## src/hw/rap_pkg.sv

```systemverilog
// Package for the radio auxiliary pin block: register map, fields, command codes, carriers.
package rap_pkg;

  localparam logic [5:0] TRX_CTRL_ONE_ADDR = 6'h04;
  localparam logic [5:0] ANT_DIV_CTRL_ADDR = 6'h0D;
  localparam logic [5:0] EXT_MODE_CTRL_ONE_ADDR = 6'h17;

  localparam logic [7:0] TRX_CTRL_ONE_RESET = 8'h00;
  localparam logic [7:0] ANT_DIV_CTRL_RESET = 8'h00;
  localparam logic [7:0] EXT_MODE_CTRL_ONE_RESET = 8'h00;
  localparam logic [7:0] EXT_MODE_CTRL_ONE_MASK = 8'hF7;
  localparam logic [7:0] ANT_DIV_CTRL_MASK = 8'h07;

  localparam int TS_PIN_EN_BIT = 6;
  localparam int BUF_IND_EN_BIT = 4;
  localparam int RETRY_STAMP_EN_BIT = 7;
  localparam int SW_DRIVE_EN_BIT = 2;
  localparam int ANT_SEL_LSB = 0;

  localparam logic [1:0] ANT_SEL_ZERO = 2'h1;
  localparam logic [1:0] ANT_SEL_ONE = 2'h2;

  localparam logic [1:0] CMD_REG_READ = 2'h2;
  localparam logic [1:0] CMD_REG_WRITE = 2'h3;
  localparam logic [2:0] CMD_FRAME_READ = 3'h1;

  localparam int CLK_PERIOD_NS = 10;
  localparam int IND_VALID_NS = 750;
  localparam int IND_VALID_CYCLES = IND_VALID_NS / CLK_PERIOD_NS;

  localparam logic [2:0] PIN_SYNC_RESET = 3'h4;

  typedef struct packed {
    logic rx_phr_valid;
    logic tx_frame_start;
    logic frame_end;
    logic rx_error;
  } rap_core_evt_type;

  typedef struct packed {
    logic switch_pos;
    logic switch_neg;
    logic irq_pin;
    logic miso;
    logic miso_oe_n;
  } rap_pins_type;

  typedef enum logic [2:0] {
    SPI_IDLE,
    SPI_REG_WRITE,
    SPI_REG_READ,
    SPI_FRAME_READ,
    SPI_OTHER
  } rap_spi_state_type;

endpackage

```

## src/hw/rap_pin_sync.sv

```systemverilog
// Three-stage pin synchroniser that accepts a change once stages two and three agree.
`timescale 1ns/1ps
module rap_pin_sync
  import rap_pkg::*;
#(
  parameter int WIDTH = 3,
  parameter logic [WIDTH-1:0] RESET_VAL = '0
)
(
  input wire logic ref_clk,
  input wire logic sys_rst,
  input wire logic [WIDTH-1:0] pin_in,
  output logic [WIDTH-1:0] pin_out
);

  logic [WIDTH-1:0] stage1;
  logic [WIDTH-1:0] stage2;
  logic [WIDTH-1:0] stage3;

  for (genvar i = 0; i < WIDTH; i++)
  begin : g_bit
    always_ff @(posedge ref_clk or posedge sys_rst)
    begin
      if (sys_rst)
      begin
        stage1[i] <= RESET_VAL[i];
        stage2[i] <= RESET_VAL[i];
        stage3[i] <= RESET_VAL[i];
        pin_out[i] <= RESET_VAL[i];
      end
      else
      begin
        stage1[i] <= pin_in[i];
        stage2[i] <= stage1[i];
        stage3[i] <= stage2[i];
        if (stage2[i] == stage3[i])
        begin
          pin_out[i] <= stage3[i];
        end
      end
    end
  end

endmodule

```

## src/hw/rap_spi_shift.sv

```systemverilog
// Serial byte shifter: samples on serial clock rise, shifts out on fall, MSB first.
`timescale 1ns/1ps
module rap_spi_shift
  import rap_pkg::*;
(
  input wire logic ref_clk,
  input wire logic sys_rst,
  input wire logic sclk,
  input wire logic mosi,
  input wire logic sel_n,
  input wire logic [7:0] tx_byte,
  output logic byte_done,
  output logic [7:0] rx_byte,
  output logic miso
);

  logic sclk_prev;
  logic [2:0] bit_cnt;
  logic [7:0] shift_in;
  logic [7:0] shift_out;
  logic load_pending;
  logic sclk_rise;
  logic sclk_fall;

  assign sclk_rise = sclk & ~sclk_prev & ~sel_n;
  assign sclk_fall = ~sclk & sclk_prev & ~sel_n;
  assign miso = shift_out[7];

  always_ff @(posedge ref_clk or posedge sys_rst)
  begin
    if (sys_rst)
    begin
      sclk_prev <= 1'b0;
    end
    else
    begin
      sclk_prev <= sclk;
    end
  end

  // The byte answer is loaded two cycles after byte_done rises, long before the next fall.
  always_ff @(posedge ref_clk or posedge sys_rst)
  begin
    if (sys_rst)
    begin
      bit_cnt <= 3'h0;
      shift_in <= 8'h00;
      shift_out <= 8'h00;
      rx_byte <= 8'h00;
      byte_done <= 1'b0;
      load_pending <= 1'b0;
    end
    else
    begin
      byte_done <= 1'b0;
      load_pending <= byte_done;
      if (sel_n)
      begin
        bit_cnt <= 3'h0;
        shift_out <= 8'h00;
        load_pending <= 1'b0;
      end
      else
      begin
        if (sclk_rise)
        begin
          shift_in <= {shift_in[6:0], mosi};
          bit_cnt <= bit_cnt + 3'h1;
          if (bit_cnt == 3'h7)
          begin
            rx_byte <= {shift_in[6:0], mosi};
            byte_done <= 1'b1;
          end
        end
        if (load_pending)
        begin
          shift_out <= tx_byte;
        end
        else if (sclk_fall && bit_cnt != 3'h0)
        begin
          shift_out <= {shift_out[6:0], 1'b0};
        end
      end
    end
  end

endmodule

```

## src/hw/rap_aux_pins.sv

```systemverilog
// Auxiliary pin logic: antenna switch control, frame time stamping, buffer-empty indicator.
`timescale 1ns/1ps
module rap_aux_pins
  import rap_pkg::*;
(
  input wire logic ref_clk,
  input wire logic sys_rst,
  input wire logic spi_sclk,
  input wire logic spi_mosi,
  input wire logic spi_sel_n,
  input wire rap_core_evt_type core_evt,
  input wire logic auto_retry_tx_mode,
  input wire logic buffer_data_ready,
  input wire logic irq_pending,
  output rap_pins_type pins
);

  logic sclk_s;
  logic mosi_s;
  logic sel_n_s;
  logic byte_done;
  logic [7:0] rx_byte;
  logic miso_raw;
  logic [7:0] transceiver_control_one;
  logic [7:0] extended_mode_control_one;
  logic [7:0] antenna_diversity_control;
  logic [7:0] rd_data;
  logic [5:0] wr_addr;
  rap_spi_state_type spi_state;
  logic stamp_active;
  logic ind_mode;
  logic ind_locked;
  logic timestamp_pin_enable;
  logic buffer_empty_ind_enable;
  logic retry_tx_stamp_enable;
  logic antenna_switch_drive_enable;
  logic [1:0] antenna_static_select;
  logic stamp_set;
  logic next_switch_pos;
  logic next_switch_neg;

  localparam int IND_VALID_LIMIT = IND_VALID_CYCLES;

  function automatic logic [7:0] reg_value(input logic [5:0] addr, input logic [7:0] ctrl,
                                           input logic [7:0] ext, input logic [7:0] ant);
    logic [7:0] value;
    value = 8'h00;
    if (addr == TRX_CTRL_ONE_ADDR)
    begin
      value = ctrl;
    end
    else if (addr == EXT_MODE_CTRL_ONE_ADDR)
    begin
      value = ext & EXT_MODE_CTRL_ONE_MASK;
    end
    else if (addr == ANT_DIV_CTRL_ADDR)
    begin
      value = ant & ANT_DIV_CTRL_MASK;
    end
    return value;
  endfunction

  rap_pin_sync #(
    .WIDTH(3),
    .RESET_VAL(PIN_SYNC_RESET)
  ) u_sync (
    .ref_clk(ref_clk),
    .sys_rst(sys_rst),
    .pin_in({spi_sel_n, spi_mosi, spi_sclk}),
    .pin_out({sel_n_s, mosi_s, sclk_s})
  );

  rap_spi_shift u_shift (
    .ref_clk(ref_clk),
    .sys_rst(sys_rst),
    .sclk(sclk_s),
    .mosi(mosi_s),
    .sel_n(sel_n_s),
    .tx_byte(rd_data),
    .byte_done(byte_done),
    .rx_byte(rx_byte),
    .miso(miso_raw)
  );

  assign timestamp_pin_enable = transceiver_control_one[TS_PIN_EN_BIT];
  assign buffer_empty_ind_enable = transceiver_control_one[BUF_IND_EN_BIT];
  assign retry_tx_stamp_enable = extended_mode_control_one[RETRY_STAMP_EN_BIT];
  assign antenna_switch_drive_enable = antenna_diversity_control[SW_DRIVE_EN_BIT];
  assign antenna_static_select = antenna_diversity_control[ANT_SEL_LSB +: 2];

  // Command decoding; the first byte of every select frame picks the access kind.
  always_ff @(posedge ref_clk or posedge sys_rst)
  begin
    if (sys_rst)
    begin
      spi_state <= SPI_IDLE;
      wr_addr <= 6'h00;
      rd_data <= 8'h00;
    end
    else if (sel_n_s)
    begin
      spi_state <= SPI_IDLE;
    end
    else if (byte_done && spi_state == SPI_IDLE)
    begin
      wr_addr <= rx_byte[5:0];
      if (rx_byte[7:6] == CMD_REG_WRITE)
      begin
        spi_state <= SPI_REG_WRITE;
      end
      else if (rx_byte[7:6] == CMD_REG_READ)
      begin
        spi_state <= SPI_REG_READ;
        rd_data <= reg_value(rx_byte[5:0], transceiver_control_one,
                             extended_mode_control_one, antenna_diversity_control);
      end
      else if (rx_byte[7:5] == CMD_FRAME_READ)
      begin
        spi_state <= SPI_FRAME_READ;
      end
      else
      begin
        spi_state <= SPI_OTHER;
      end
    end
    else if (byte_done && spi_state == SPI_REG_WRITE)
    begin
      spi_state <= SPI_OTHER;
    end
    else if (byte_done && spi_state == SPI_REG_READ)
    begin
      spi_state <= SPI_OTHER;
      rd_data <= 8'h00;
    end
  end

  // Register writes; the stamp pin enable is never set on the host's behalf.
  always_ff @(posedge ref_clk or posedge sys_rst)
  begin
    if (sys_rst)
    begin
      transceiver_control_one <= TRX_CTRL_ONE_RESET;
      extended_mode_control_one <= EXT_MODE_CTRL_ONE_RESET;
      antenna_diversity_control <= ANT_DIV_CTRL_RESET;
    end
    else if (byte_done && spi_state == SPI_REG_WRITE && !sel_n_s)
    begin
      if (wr_addr == TRX_CTRL_ONE_ADDR)
      begin
        transceiver_control_one <= rx_byte;
      end
      else if (wr_addr == EXT_MODE_CTRL_ONE_ADDR)
      begin
        extended_mode_control_one <= rx_byte & EXT_MODE_CTRL_ONE_MASK;
      end
      else if (wr_addr == ANT_DIV_CTRL_ADDR)
      begin
        antenna_diversity_control <= rx_byte & ANT_DIV_CTRL_MASK;
      end
    end
  end

  // Receive stamps in any receive mode, transmit stamps only in auto-retry mode.
  // No interrupt mask takes part here, so a masked receive-start still stamps.
  assign stamp_set = timestamp_pin_enable &
                     (core_evt.rx_phr_valid |
                      (core_evt.tx_frame_start & auto_retry_tx_mode &
                       retry_tx_stamp_enable));

  always_ff @(posedge ref_clk or posedge sys_rst)
  begin
    if (sys_rst)
    begin
      stamp_active <= 1'b0;
    end
    else if (stamp_set)
    begin
      stamp_active <= 1'b1;
    end
    else if (core_evt.frame_end || !timestamp_pin_enable)
    begin
      stamp_active <= 1'b0;
    end
  end

  // Indicator mode spans the frame read after its command byte until select returns high.
  always_ff @(posedge ref_clk or posedge sys_rst)
  begin
    if (sys_rst)
    begin
      ind_mode <= 1'b0;
      ind_locked <= 1'b0;
    end
    else if (sel_n_s)
    begin
      ind_mode <= 1'b0;
      ind_locked <= 1'b0;
    end
    else
    begin
      if (byte_done && spi_state == SPI_IDLE && rx_byte[7:5] == CMD_FRAME_READ &&
          buffer_empty_ind_enable)
      begin
        ind_mode <= 1'b1;
      end
      if (ind_mode && core_evt.rx_error)
      begin
        ind_locked <= 1'b1;
      end
    end
  end

  always_comb
  begin
    next_switch_pos = 1'b0;
    next_switch_neg = 1'b0;
    if (antenna_switch_drive_enable)
    begin
      if (antenna_static_select == ANT_SEL_ZERO)
      begin
        next_switch_neg = 1'b1;
      end
      else if (antenna_static_select == ANT_SEL_ONE)
      begin
        next_switch_pos = 1'b1;
      end
    end
    if (timestamp_pin_enable)
    begin
      next_switch_neg = stamp_active;
    end
  end

  // The indicator has a fixed high-means-empty sense; irq_pending already carries polarity.
  always_ff @(posedge ref_clk or posedge sys_rst)
  begin
    if (sys_rst)
    begin
      pins <= '{switch_pos: 1'b0, switch_neg: 1'b0, irq_pin: 1'b0,
                miso: 1'b0, miso_oe_n: 1'b1};
    end
    else
    begin
      pins.switch_pos <= next_switch_pos;
      pins.switch_neg <= next_switch_neg;
      pins.irq_pin <= ind_mode ? (ind_locked | ~buffer_data_ready) : irq_pending;
      pins.miso <= miso_raw;
      pins.miso_oe_n <= sel_n_s;
    end
  end
endmodule

```

## config.mk

```make
export PLATFORM = sky130hd
export DESIGN_NAME = rap_aux_pins
export DESIGN_NICKNAME = d
export VERILOG_FILES = /design/src/hw/rap_pkg.sv /design/src/hw/rap_pin_sync.sv /design/src/hw/rap_spi_shift.sv /design/src/hw/rap_aux_pins.sv
export SDC_FILE = /design/constraint.sdc
export NUM_CORES = 1
export LEC_CHECK = 0
export BUFFER_PORTS_ARGS = -buffer_cell sky130_fd_sc_hd__buf_2
export CORE_MARGIN = 3
export CORE_UTILIZATION = 43
export DETAILED_ROUTE_END_ITERATION = 7
export SKIP_CTS_REPAIR_TIMING = 1
export SYNTH_ARGS = -nofsm -noshare
export SYNTH_HDL_FRONTEND = slang
export SYNTH_HIERARCHICAL = 1
export SYNTH_SLANG_ARGS = --single-unit
```

## constraint.sdc

```tcl
create_clock -name ref_clk -period 1.81 [get_ports ref_clk]
set_input_delay 0.0905 -clock ref_clk [delete_from_list [all_inputs] [get_ports ref_clk]]
set_output_delay 0.0905 -clock ref_clk [all_outputs]
set_load 0.05 [all_outputs]
```

Word-level counts from Yosys, hierarchy flattened
Cells that the tools add are included.
{ "totals": {"register_bits": 84, "latch_bits": 0, "mem_bits_rw": 0, "rom_bits": 0, "inputBits": 12, "out_inout_bits": 5, "mem_count": 0} }
{ "classes": {"addsub": 1, "mul": 0, "div": 0, "order_cmp": 0, "eq_ne": 20, "n_shift": 0, "n_mux": 37, "bitwise_logic": 15, "reduce_logical": 27} }
{ "ops": {"columns": ["operator", "n"], "rows": [
  ["$mux 8", 10],
  ["$mux 3", 10],
  ["$mux 1", 17],
  ["$eq 6x3->1 const B", 2],
  ["$eq 6x4->1 const B", 2],
  ["$eq 6x5->1 const B", 2],
  ["$reduce_bool 2->1", 5],
  ["$logic_and 1x1->1", 8],
  ["$and 1x1->1", 7],
  ["$eq 2x2->1 const B", 3],
  ["$eq 3x1->1 const B", 2],
  ["$not 1->1", 6],
  ["$reduce_and 2->1", 3],
  ["$reduce_and 3->1", 2],
  ["$reduce_bool 3->1", 2],
  ["$reduce_and 5->1", 1],
  ["$ne 2x2->1 const B", 2],
  ["$reduce_and 4->1", 1],
  ["$reduce_bool 4->1", 1],
  ["$add 3x1->3 const B", 1],
  ["$eq 1x1->1", 3],
  ["$eq 3x2->1 const B", 1],
  ["$eq 3x3->1 const B", 1],
  ["$logic_not 3->1", 1],
  ["5 further kinds", 7]
]} }

Logic depth before layout (Yosys ltp)
Gate-level depths: netlist of the first run.
{ "logic_depth": {"ltp_word": 7, "ltp_mapped": 6, "mapped_depth_nobuf": 5} }

Cells and area by module
The synthesis of the first run kept the hierarchy.
{ "modules_own_cells": {"columns": ["mod", "n_inst", "cells_per_inst", "area_each_um2", "seq_area_each_um2"], "rows": [
  ["rap_aux_pins", 1, 149, 1850.5, 1077.3],
  ["rap_spi_shift", 1, 91, 1298.7, 725.7],
  ["rap_pin_sync", 1, 16, 342.8, 305.3]
]} }

Worst setup path after synthesis of the first run
OpenSTA, ideal clock, no wires.
{ "synth_timing": {"path_type": "reg-to-reg", "startpoint": "reg spi_state[1]", "endpoint": "reg extended_mode_control_one[0]", "arrival_time_ns": 1.712, "t_required_ns": 1.685, "setup_slack_ns": -0.027, "stages_incl_launch_ff": 6, "path_buffers": 1, "path_cell_list": "dfrtp_1 > clkbuf_2 > or3b_4 > nor4_4 > nand4_2 > mux2_2"} }
{ "synth_via": {"elab_chain_cells": 4} }
{ "synth_rtl": {"columns": ["element", "line_no", "source"], "rows": [
  ["start: declaration", "rap_aux_pins.sv:29", "rap_spi_state_type spi_state;"],
  ["start signal: assignment", "rap_aux_pins.sv:96", "spi_state <= SPI_IDLE;"],
  ["start signal: assignment", "rap_aux_pins.sv:102", "spi_state <= SPI_IDLE;"],
  ["start signal: assignment", "rap_aux_pins.sv:109", "spi_state <= SPI_REG_WRITE;"],
  ["$eq 3x1->1", "rap_aux_pins.sv:146", "else if (byte_done && spi_state == SPI_REG_WRITE && !sel_n_s)"],
  ["$logic_and 1x1->1 (2 in series)", "rap_aux_pins.sv:146", null],
  ["$reduce_and 3->1 (no line)", null, null],
  ["end signal: assignment", "rap_aux_pins.sv:154", "extended_mode_control_one <= rx_byte & EXT_MODE_CTRL_ONE_MASK;"],
  ["end: declaration", "rap_aux_pins.sv:25", "logic [7:0] extended_mode_control_one;"]
]} }
No other way between the ends.
A chain may end at the register's enable or synchronous reset.

Final worst setup path of the first run
{ "layout_timing": {"startpoint": "reg spi_state[1]", "endpoint": "reg extended_mode_control_one[6]"} }
The elaborated chain is that of the path after synthesis.

==> run_results.csv, run 1 <==
group,metric,value,unit
setup_path,endpoint,"extended_mode_control_one[6]",
floorplanning,design.die.area,9240,um^2
pwr,design_power_total,0.00379,W
yosys,async_flop_share,100,%
setup_path,cpMaxStageDelayCell,"or3b_4",
yosys,yosysWarnings,6,
floorplanning,die_y,96.1,um
routing,vias,2125,
global_routing,grt_use_met1,23.5,%
yosys,synth-seq-cells,84,
place,place_area,3790,um^2
cells_and_area,antenna_cells,0,
sta,fin_skew,0.0101,ns
sta,slew_headroom,70.2,%
place,gp_congestion,0.784,
setup_path,r2r_cells,4,
sta,slew_violations,0,
clocking,worstSkewPairLatency,0.35,ns
cells_and_area,nets,316,
setup_path,r2r_slack,0.04,ns
yosys,syn_avg_cell_area,13.6,um^2
sta,rsz0062_at_grt,"yes",
global_routing,grt_pass1_wl,11.0,mm
setup_path,path_class,"flip-flop to flip-flop",
cells_and_area,syn_to_final_growth,16.9,%
yosys,synthCells,256,
global_routing,grt_pass1_vias,2121,
floorplanning,pin_count,17,
global_routing,grt_use_total,15.9,%
cells_and_area,final_cells,408,
global_routing,grt-busiest-layer,"met1",
global_routing,grt_max_degree,33,
sta,fin_crit_sh,97.8,%
floorplanning,fp.dieW,96.1,um
cells_and_area,final_area,4080,um^2
routing,drt_drc_violations_left,0,
global_routing,antenna_found_initial,0,
global_routing,gr-usage-met3,3.60,%
sta,final_hold_viol_count,0,
sta,finalSetupViolations,0,
pwr,p_per_area,928,nW/um^2
floorplanning,start_util,44.7,%
global_routing,grtUsageMet2,23.1,%
flow_run,max_cap_viol_count,0,
pwr,cellLeakagePower,1.95,nW
sta,worst_pin_slew,0.442,ns
routing,wl_per_cell,15.8,um
yosys,synth_edf_count,0,
place,dpl.hpwl,4.63,mm
yosys,yosysSeqAreaShare,60.4,%
floorplanning,core_area,7810,um^2
place,portBuffers,16,
sta,setup_tns,0,ns
clocking,cts_sinks,84,
setup_path,cp.arrival,2.01,ns
setup_path,cp-end-kind,"flip-flop",
clocking,cts_made_buffers,9,
yosys,syn-num-nets,271,
routing,wl,6.43,mm
clocking,cts_max_path_buffers,2,
clocking,cts_tree,"done",
place,dp_cells,386,
clocking,path_clk_slew,0.09,ns
setup_path,cp_data_required_time,2.05,ns
yosys,netlist_area,3490,um^2
worst_hold_path,hold_start,"irq_pending",
sta,fmax,0.565,GHz
setup_path,path_cells,"or3b_4 -> nor4_4 -> nand4_2 -> mux2_2",
pwr,ir_drop,0.000542,V
setup_path,crit_start,"spi_state[1]",
yosys,ys.flop_type,"dfrtp_1",
routing,vias_per_cell,5.21,
routing,detailedRoute.firstIterationViolations,85,
sta,fin_hold_ws,0.000738,ns
setup_path,rr_startpoint,"spi_state[1]",
routing,antenna_left,0,
yosys,synthDistinctLibCells,46,
clocking,htree_levels,3,
routing,firstDrtPassIters,4,
clocking,cts_root_buffer,"clkbuf_8",
worst_hold_path,hold_path_class,"input pin to flip-flop",
cells_and_area,final_layout_size_suffix_gt1_share,37.6,%
setup_path,reg2reg_to,"extended_mode_control_one[6]",
setup_path,crit_fanout,7,
run_status,status,"finished, final reports clean",
setup_path,cp-start-kind,"flip-flop",
sta,fin_crit,1.77,ns
global_routing,grt-ovfl-total,0,
floorplanning,num_rows,32,
setup_path,max_stage_delay,0.42,ns
-- cell usage after synthesis, types with 2 or more instances --
library cell	count	share of area, %
nor3b_1	2	0.43
nor4_1	3	0.54
or3b_2	2	0.50
ha_1	3	1.1
nand2_1	10	1.1
and2_1	4	0.72
mux2_4	8	3.4
o21ai_0	2	0.29
a31oi_1	3	0.54
nor2_1	27	2.9
mux2_2	38	12
nand3_1	3	0.43
a221o_1	4	1.1
dfstp_2	5	3.8
inv_1	10	1.1
a221oi_1	3	0.75
dfrtp_1	79	57
a21oi_1	4	0.57
maj3_2	3	0.97
buf_2	2	0.29
nor2b_1	5	0.90
nand2b_1	2	0.36
mux2i_1	9	2.6
o31ai_1	3	0.64
-- cell usage in the layout, fill, tap and decap left out, types with 2 or more instances in the layout --
cell type      Yosys  final
or3b_2             2      2
nor4_1             3      3
clkbuf_8           0     10
o31ai_1            3      3
mux2_2            38     38
a221oi_1           3      3
ha_1               3      3
o21ai_0            2      2
and2_1             4      4
dfrtp_1           79     79
dfstp_2            5      5
nor2_1            27     27
mux2_4             8      8
nor2b_1            5      5
mux2i_1            9      9
buf_2              2     16
nand2b_1           2      2
nand3_1            3      3
a221o_1            4      4
maj3_2             3      3
buf_4              1     18
nand2_1           10     10
inv_1             10      9
bufinv_16          0      2
a21oi_1            4      4
dlygate4sd3_1      0      6
clkinvlp_4         0      2
a31oi_1            3      3
-- worst max-delay path, delay by kind of cell (launching register included) --
family | cells | cell delay (ns)
flops | 1 | 0.38
mux | 1 | 0.36
simple gates | 3 | 0.92
-- report_power, final --
| group | leakage [nW] | internal [W] | switching (W) |
|---|---|---|---|
| logic | 0.724 | 0.000124 | 0.000116 |
| clock network | 0.106 | 0.000820 | 0.000674 |
| registers | 1.12 | 0.00198 | 0.0000760 |
-- area by class of cell --
cell class / instances / area, um^2
Fill cell: 660 / 3720
Sequential cell: 84 / 2110
Multi-Input combinational cell: 156 / 1310
Timing Repair Buffer: 40 / 275
Clock buffer: 11 / 141
Tap cell: 102 / 128
Clock inverter: 5 / 83.8
Inverter: 10 / 37.5
-- sequential cells by signal (all words and copies together) (netlist names), 5 cells and up --
signal	flops
wr_addr	6
transceiver_control_one	8
rd_data	8
pins	5
u_shift/rx_byte	8
u_shift/shift_in	7
u_shift/shift_out	8
extended_mode_control_one	7
-- layer usage --
metal / up-vias / part of all wire [%]
met3: 9 / 3.3
met2: 37 / 46
met5: - / 0
met4: 0 / 1.2
li1: 1001 / -
met1: 1078 / 50
-- metrics by stage --
| stage | setup WS, ns | utilization [%] |
|---|---|---|
| floorplan | 0.0554 | - |
| global placement | 0.0475 | 48.5 |
| detailed placement | 0.0107 | 48.5 |
| CTS | 0.000833 | 51.4 |
| global route | -0.0487 | 52.3 |
| finish | 0.0404 | 52.3 |
-- cells by family after synthesis --
group / synth area share [%]
adders and majority gates: 2.04
buffers and inverters: 2.40
xor gates and xnor gates: 0.251
and+or+nand+nor: 11.3
AOI/OAI and AO/OA: 5.41
muxes: 18.3
DFF: 60.4
-- worst min-delay path by stage --
| stage | endpoint | cells after the start | slack (ns) |
|---|---|---|---|
| finish | pins[2] | 3 | 0.0007 |
| global placement | wr_addr[2] | 2 | 0.08 |
| CTS | spi_state[1] | 2 | -0.31 |
| detailed placement | wr_addr[2] | 2 | 0.08 |
| floorplan | u_sync/pin_out[0] | 1 | -0.05 |
| global route | stamp_active | 3 | 0.02 |
Note: power is estimated with default switching activity, not from simulation.
==> run 2, diff against run 1 <==
--- a/config.mk
+++ b/config.mk
@@ -9,6 +9,7 @@
 export CORE_MARGIN = 3
 export CORE_UTILIZATION = 43
 export DETAILED_ROUTE_END_ITERATION = 7
+export REMOVE_ABC_BUFFERS = 1
 export SKIP_CTS_REPAIR_TIMING = 1
 export SYNTH_ARGS = -nofsm -noshare
 export SYNTH_HDL_FRONTEND = slang
==> run 2 against run 1 <==
Against the previous run: clock skew down 0.0012 ns; combinational power is 3% lower; critical path type unchanged; sequential cell count is the same; hold slack worse by 0.0083 ns; the run now ends with hold timing left; largest power group unchanged.
==> run_results.csv, run 2 (synthesis gave the netlist of run 1 again) <==
group,metric,value,unit
global_routing,grt_pass1_vias,2090,
floorplanning,die_y,96.1,um
global_routing,antenna_found_initial,0,
routing,detailedRoute.firstIterationViolations,152,
floorplanning,fp.dieW,96.1,um
clocking,cts_tree,"done",
cells_and_area,layout_common_cells,"dfrtp_1 (79), mux2_2 (38), nor2_1 (27)",
run_status,status,"finished with violations",
clocking,cts_max_path_buffers,2,
sta,fin_crit_sh,96.6,%
routing,antenna_left,0,
flow_run,max_cap_viol_count,0,
pwr,p_per_area,937,nW/um^2
cells_and_area,antenna_cells,0,
routing,vias_per_cell,5.04,
floorplanning,num_rows,32,
global_routing,grt-ovfl-total,0,
setup_path,cp-end-kind,"flip-flop",
sta,final_hold_viol_count,1,
sta,rsz0062_at_grt,"yes",
clocking,worstSkewPairLatency,0.36,ns
pwr,ir_drop,0.000589,V
clocking,cts_sinks,84,
routing,drt_drc_violations_left,0,
worst_hold_path,hold_path_class,"input pin to flip-flop",
cells_and_area,nets,322,
sta,fin_hold_ws,-0.00755,ns
sta,finalSetupViolations,0,
global_routing,grt_max_degree,44,
place,dpl.hpwl,4.42,mm
sta,slew_violations,0,
routing,firstDrtPassIters,4,
floorplanning,start_util,44.7,%
setup_path,path_class,"flip-flop to flip-flop",
sta,slew_headroom,62.9,%
cells_and_area,final_common_cell,"dfrtp_1",
routing,wl,6.47,mm
pwr,design_power_total,0.00392,W
floorplanning,pin_count,17,
routing,wl_per_cell,15.6,um
sta,fin_skew,0.00895,ns
floorplanning,core_area,7810,um^2
global_routing,grt_pass1_wl,10.6,mm
cells_and_area,final_layout_size_suffix_gt1_share,38.5,%
place,place_area,3820,um^2
place,portBuffers,16,
routing,vias,2087,
setup_path,crit_fanout,3,
sta,fin_crit,1.75,ns
clocking,path_clk_slew,0.08,ns
clocking,htree_levels,3,
global_routing,grt_use_total,15.7,%
pwr,cellLeakagePower,2.00,nW
setup_path,cp_data_required_time,2.06,ns
run_status,violations,"hold timing",
clocking,cts_root_buffer,"clkbuf_8",
cells_and_area,final_area,4180,um^2
sta,fmax,0.572,GHz
floorplanning,design.die.area,9240,um^2
place,gp_congestion,0.748,
setup_path,cp-start-kind,"flip-flop",
cells_and_area,syn_to_final_growth,19.8,%
clocking,cts_made_buffers,9,
sta,worst_pin_slew,0.556,ns
setup_path,cp.arrival,1.99,ns
[run 2: changes by cell type in the layout (fill, tap and decap cells not counted), sizes merged]
cell	previous run	this run
buf	34	39
clkinv	0	2
clkinvlp	2	0
inv	11	9
bufinv	2	3
clkbuf	11	12
dlygate4sd3	6	7
[run 2: worst max-delay path: stages, from the launching register on]
cell	delay [ns]
dfrtp_1	0.40
or3b_4	0.40
nor4_4	0.13
buf_4	0.18
nand4_1	0.20
mux2_2	0.33
[run 2: where the power goes]
group / internal (W) / leakage, nW / switching [W]
logic: 0.000120 / 0.757 / 0.000112
clock network: 0.000990 / 0.127 / 0.000640
registers: 0.00198 / 1.12 / 0.0000762
[run 2: path summary, 6_finish.rpt]
kind,start,cells after the start,end,slack (ns)
setup / recovery,spi_state[2],5,antenna_diversity_control[1],0.06
hold / removal,core_evt[2],3,stamp_active,-0.008
setup reg to reg,spi_state[2],5,antenna_diversity_control[1],0.06
hold reg to reg,u_sync/stage1[1],0,u_sync/stage2[1],0.36
max in group asynchronous,sys_rst,4,pins[0],0.99
min in group asynchronous,sys_rst,3,u_sync/stage1[1],0.29
[run 2: cell type report]
| type | instances | area (um^2) |
|---|---|---|
| Tap cell | 102 | 128 |
| Multi-Input combinational cell | 156 | 1340 |
| Timing Repair Buffer | 46 | 323 |
| Fill cell | 686 | 3620 |
| Inverter | 10 | 37.5 |
| Clock inverter | 4 | 95.1 |
| Clock buffer | 12 | 155 |
| Sequential cell | 84 | 2110 |
[run 2: per-stage QoR]
stage / instances / utilization, % / setup TNS [ns] / worst slack (ns) / hold WS, ns
after floorplan: 250 / - / 0 / 0.0245 / -0.0477
after global placement: 390 / 48.9 / -0.317 / -0.0242 / 0.120
after detailed placement: 390 / 48.9 / -0.490 / -0.0569 / 0.123
after CTS: 406 / 52.1 / -0.600 / -0.0596 / -0.268
after global routing: 414 / 53.6 / -0.0160 / -0.0107 / 0.00811
final: 414 / 53.6 / 0 / 0.0614 / -0.00755
[run 2: layer usage]
layer	track usage (%)	part of all wire, %	up-vias
met2	23.4	47	40
met3	5.16	3.6	12
li1	-	-	1011
met1	21.0	48	1024
met5	0	0	-
met4	6.28	1.8	0
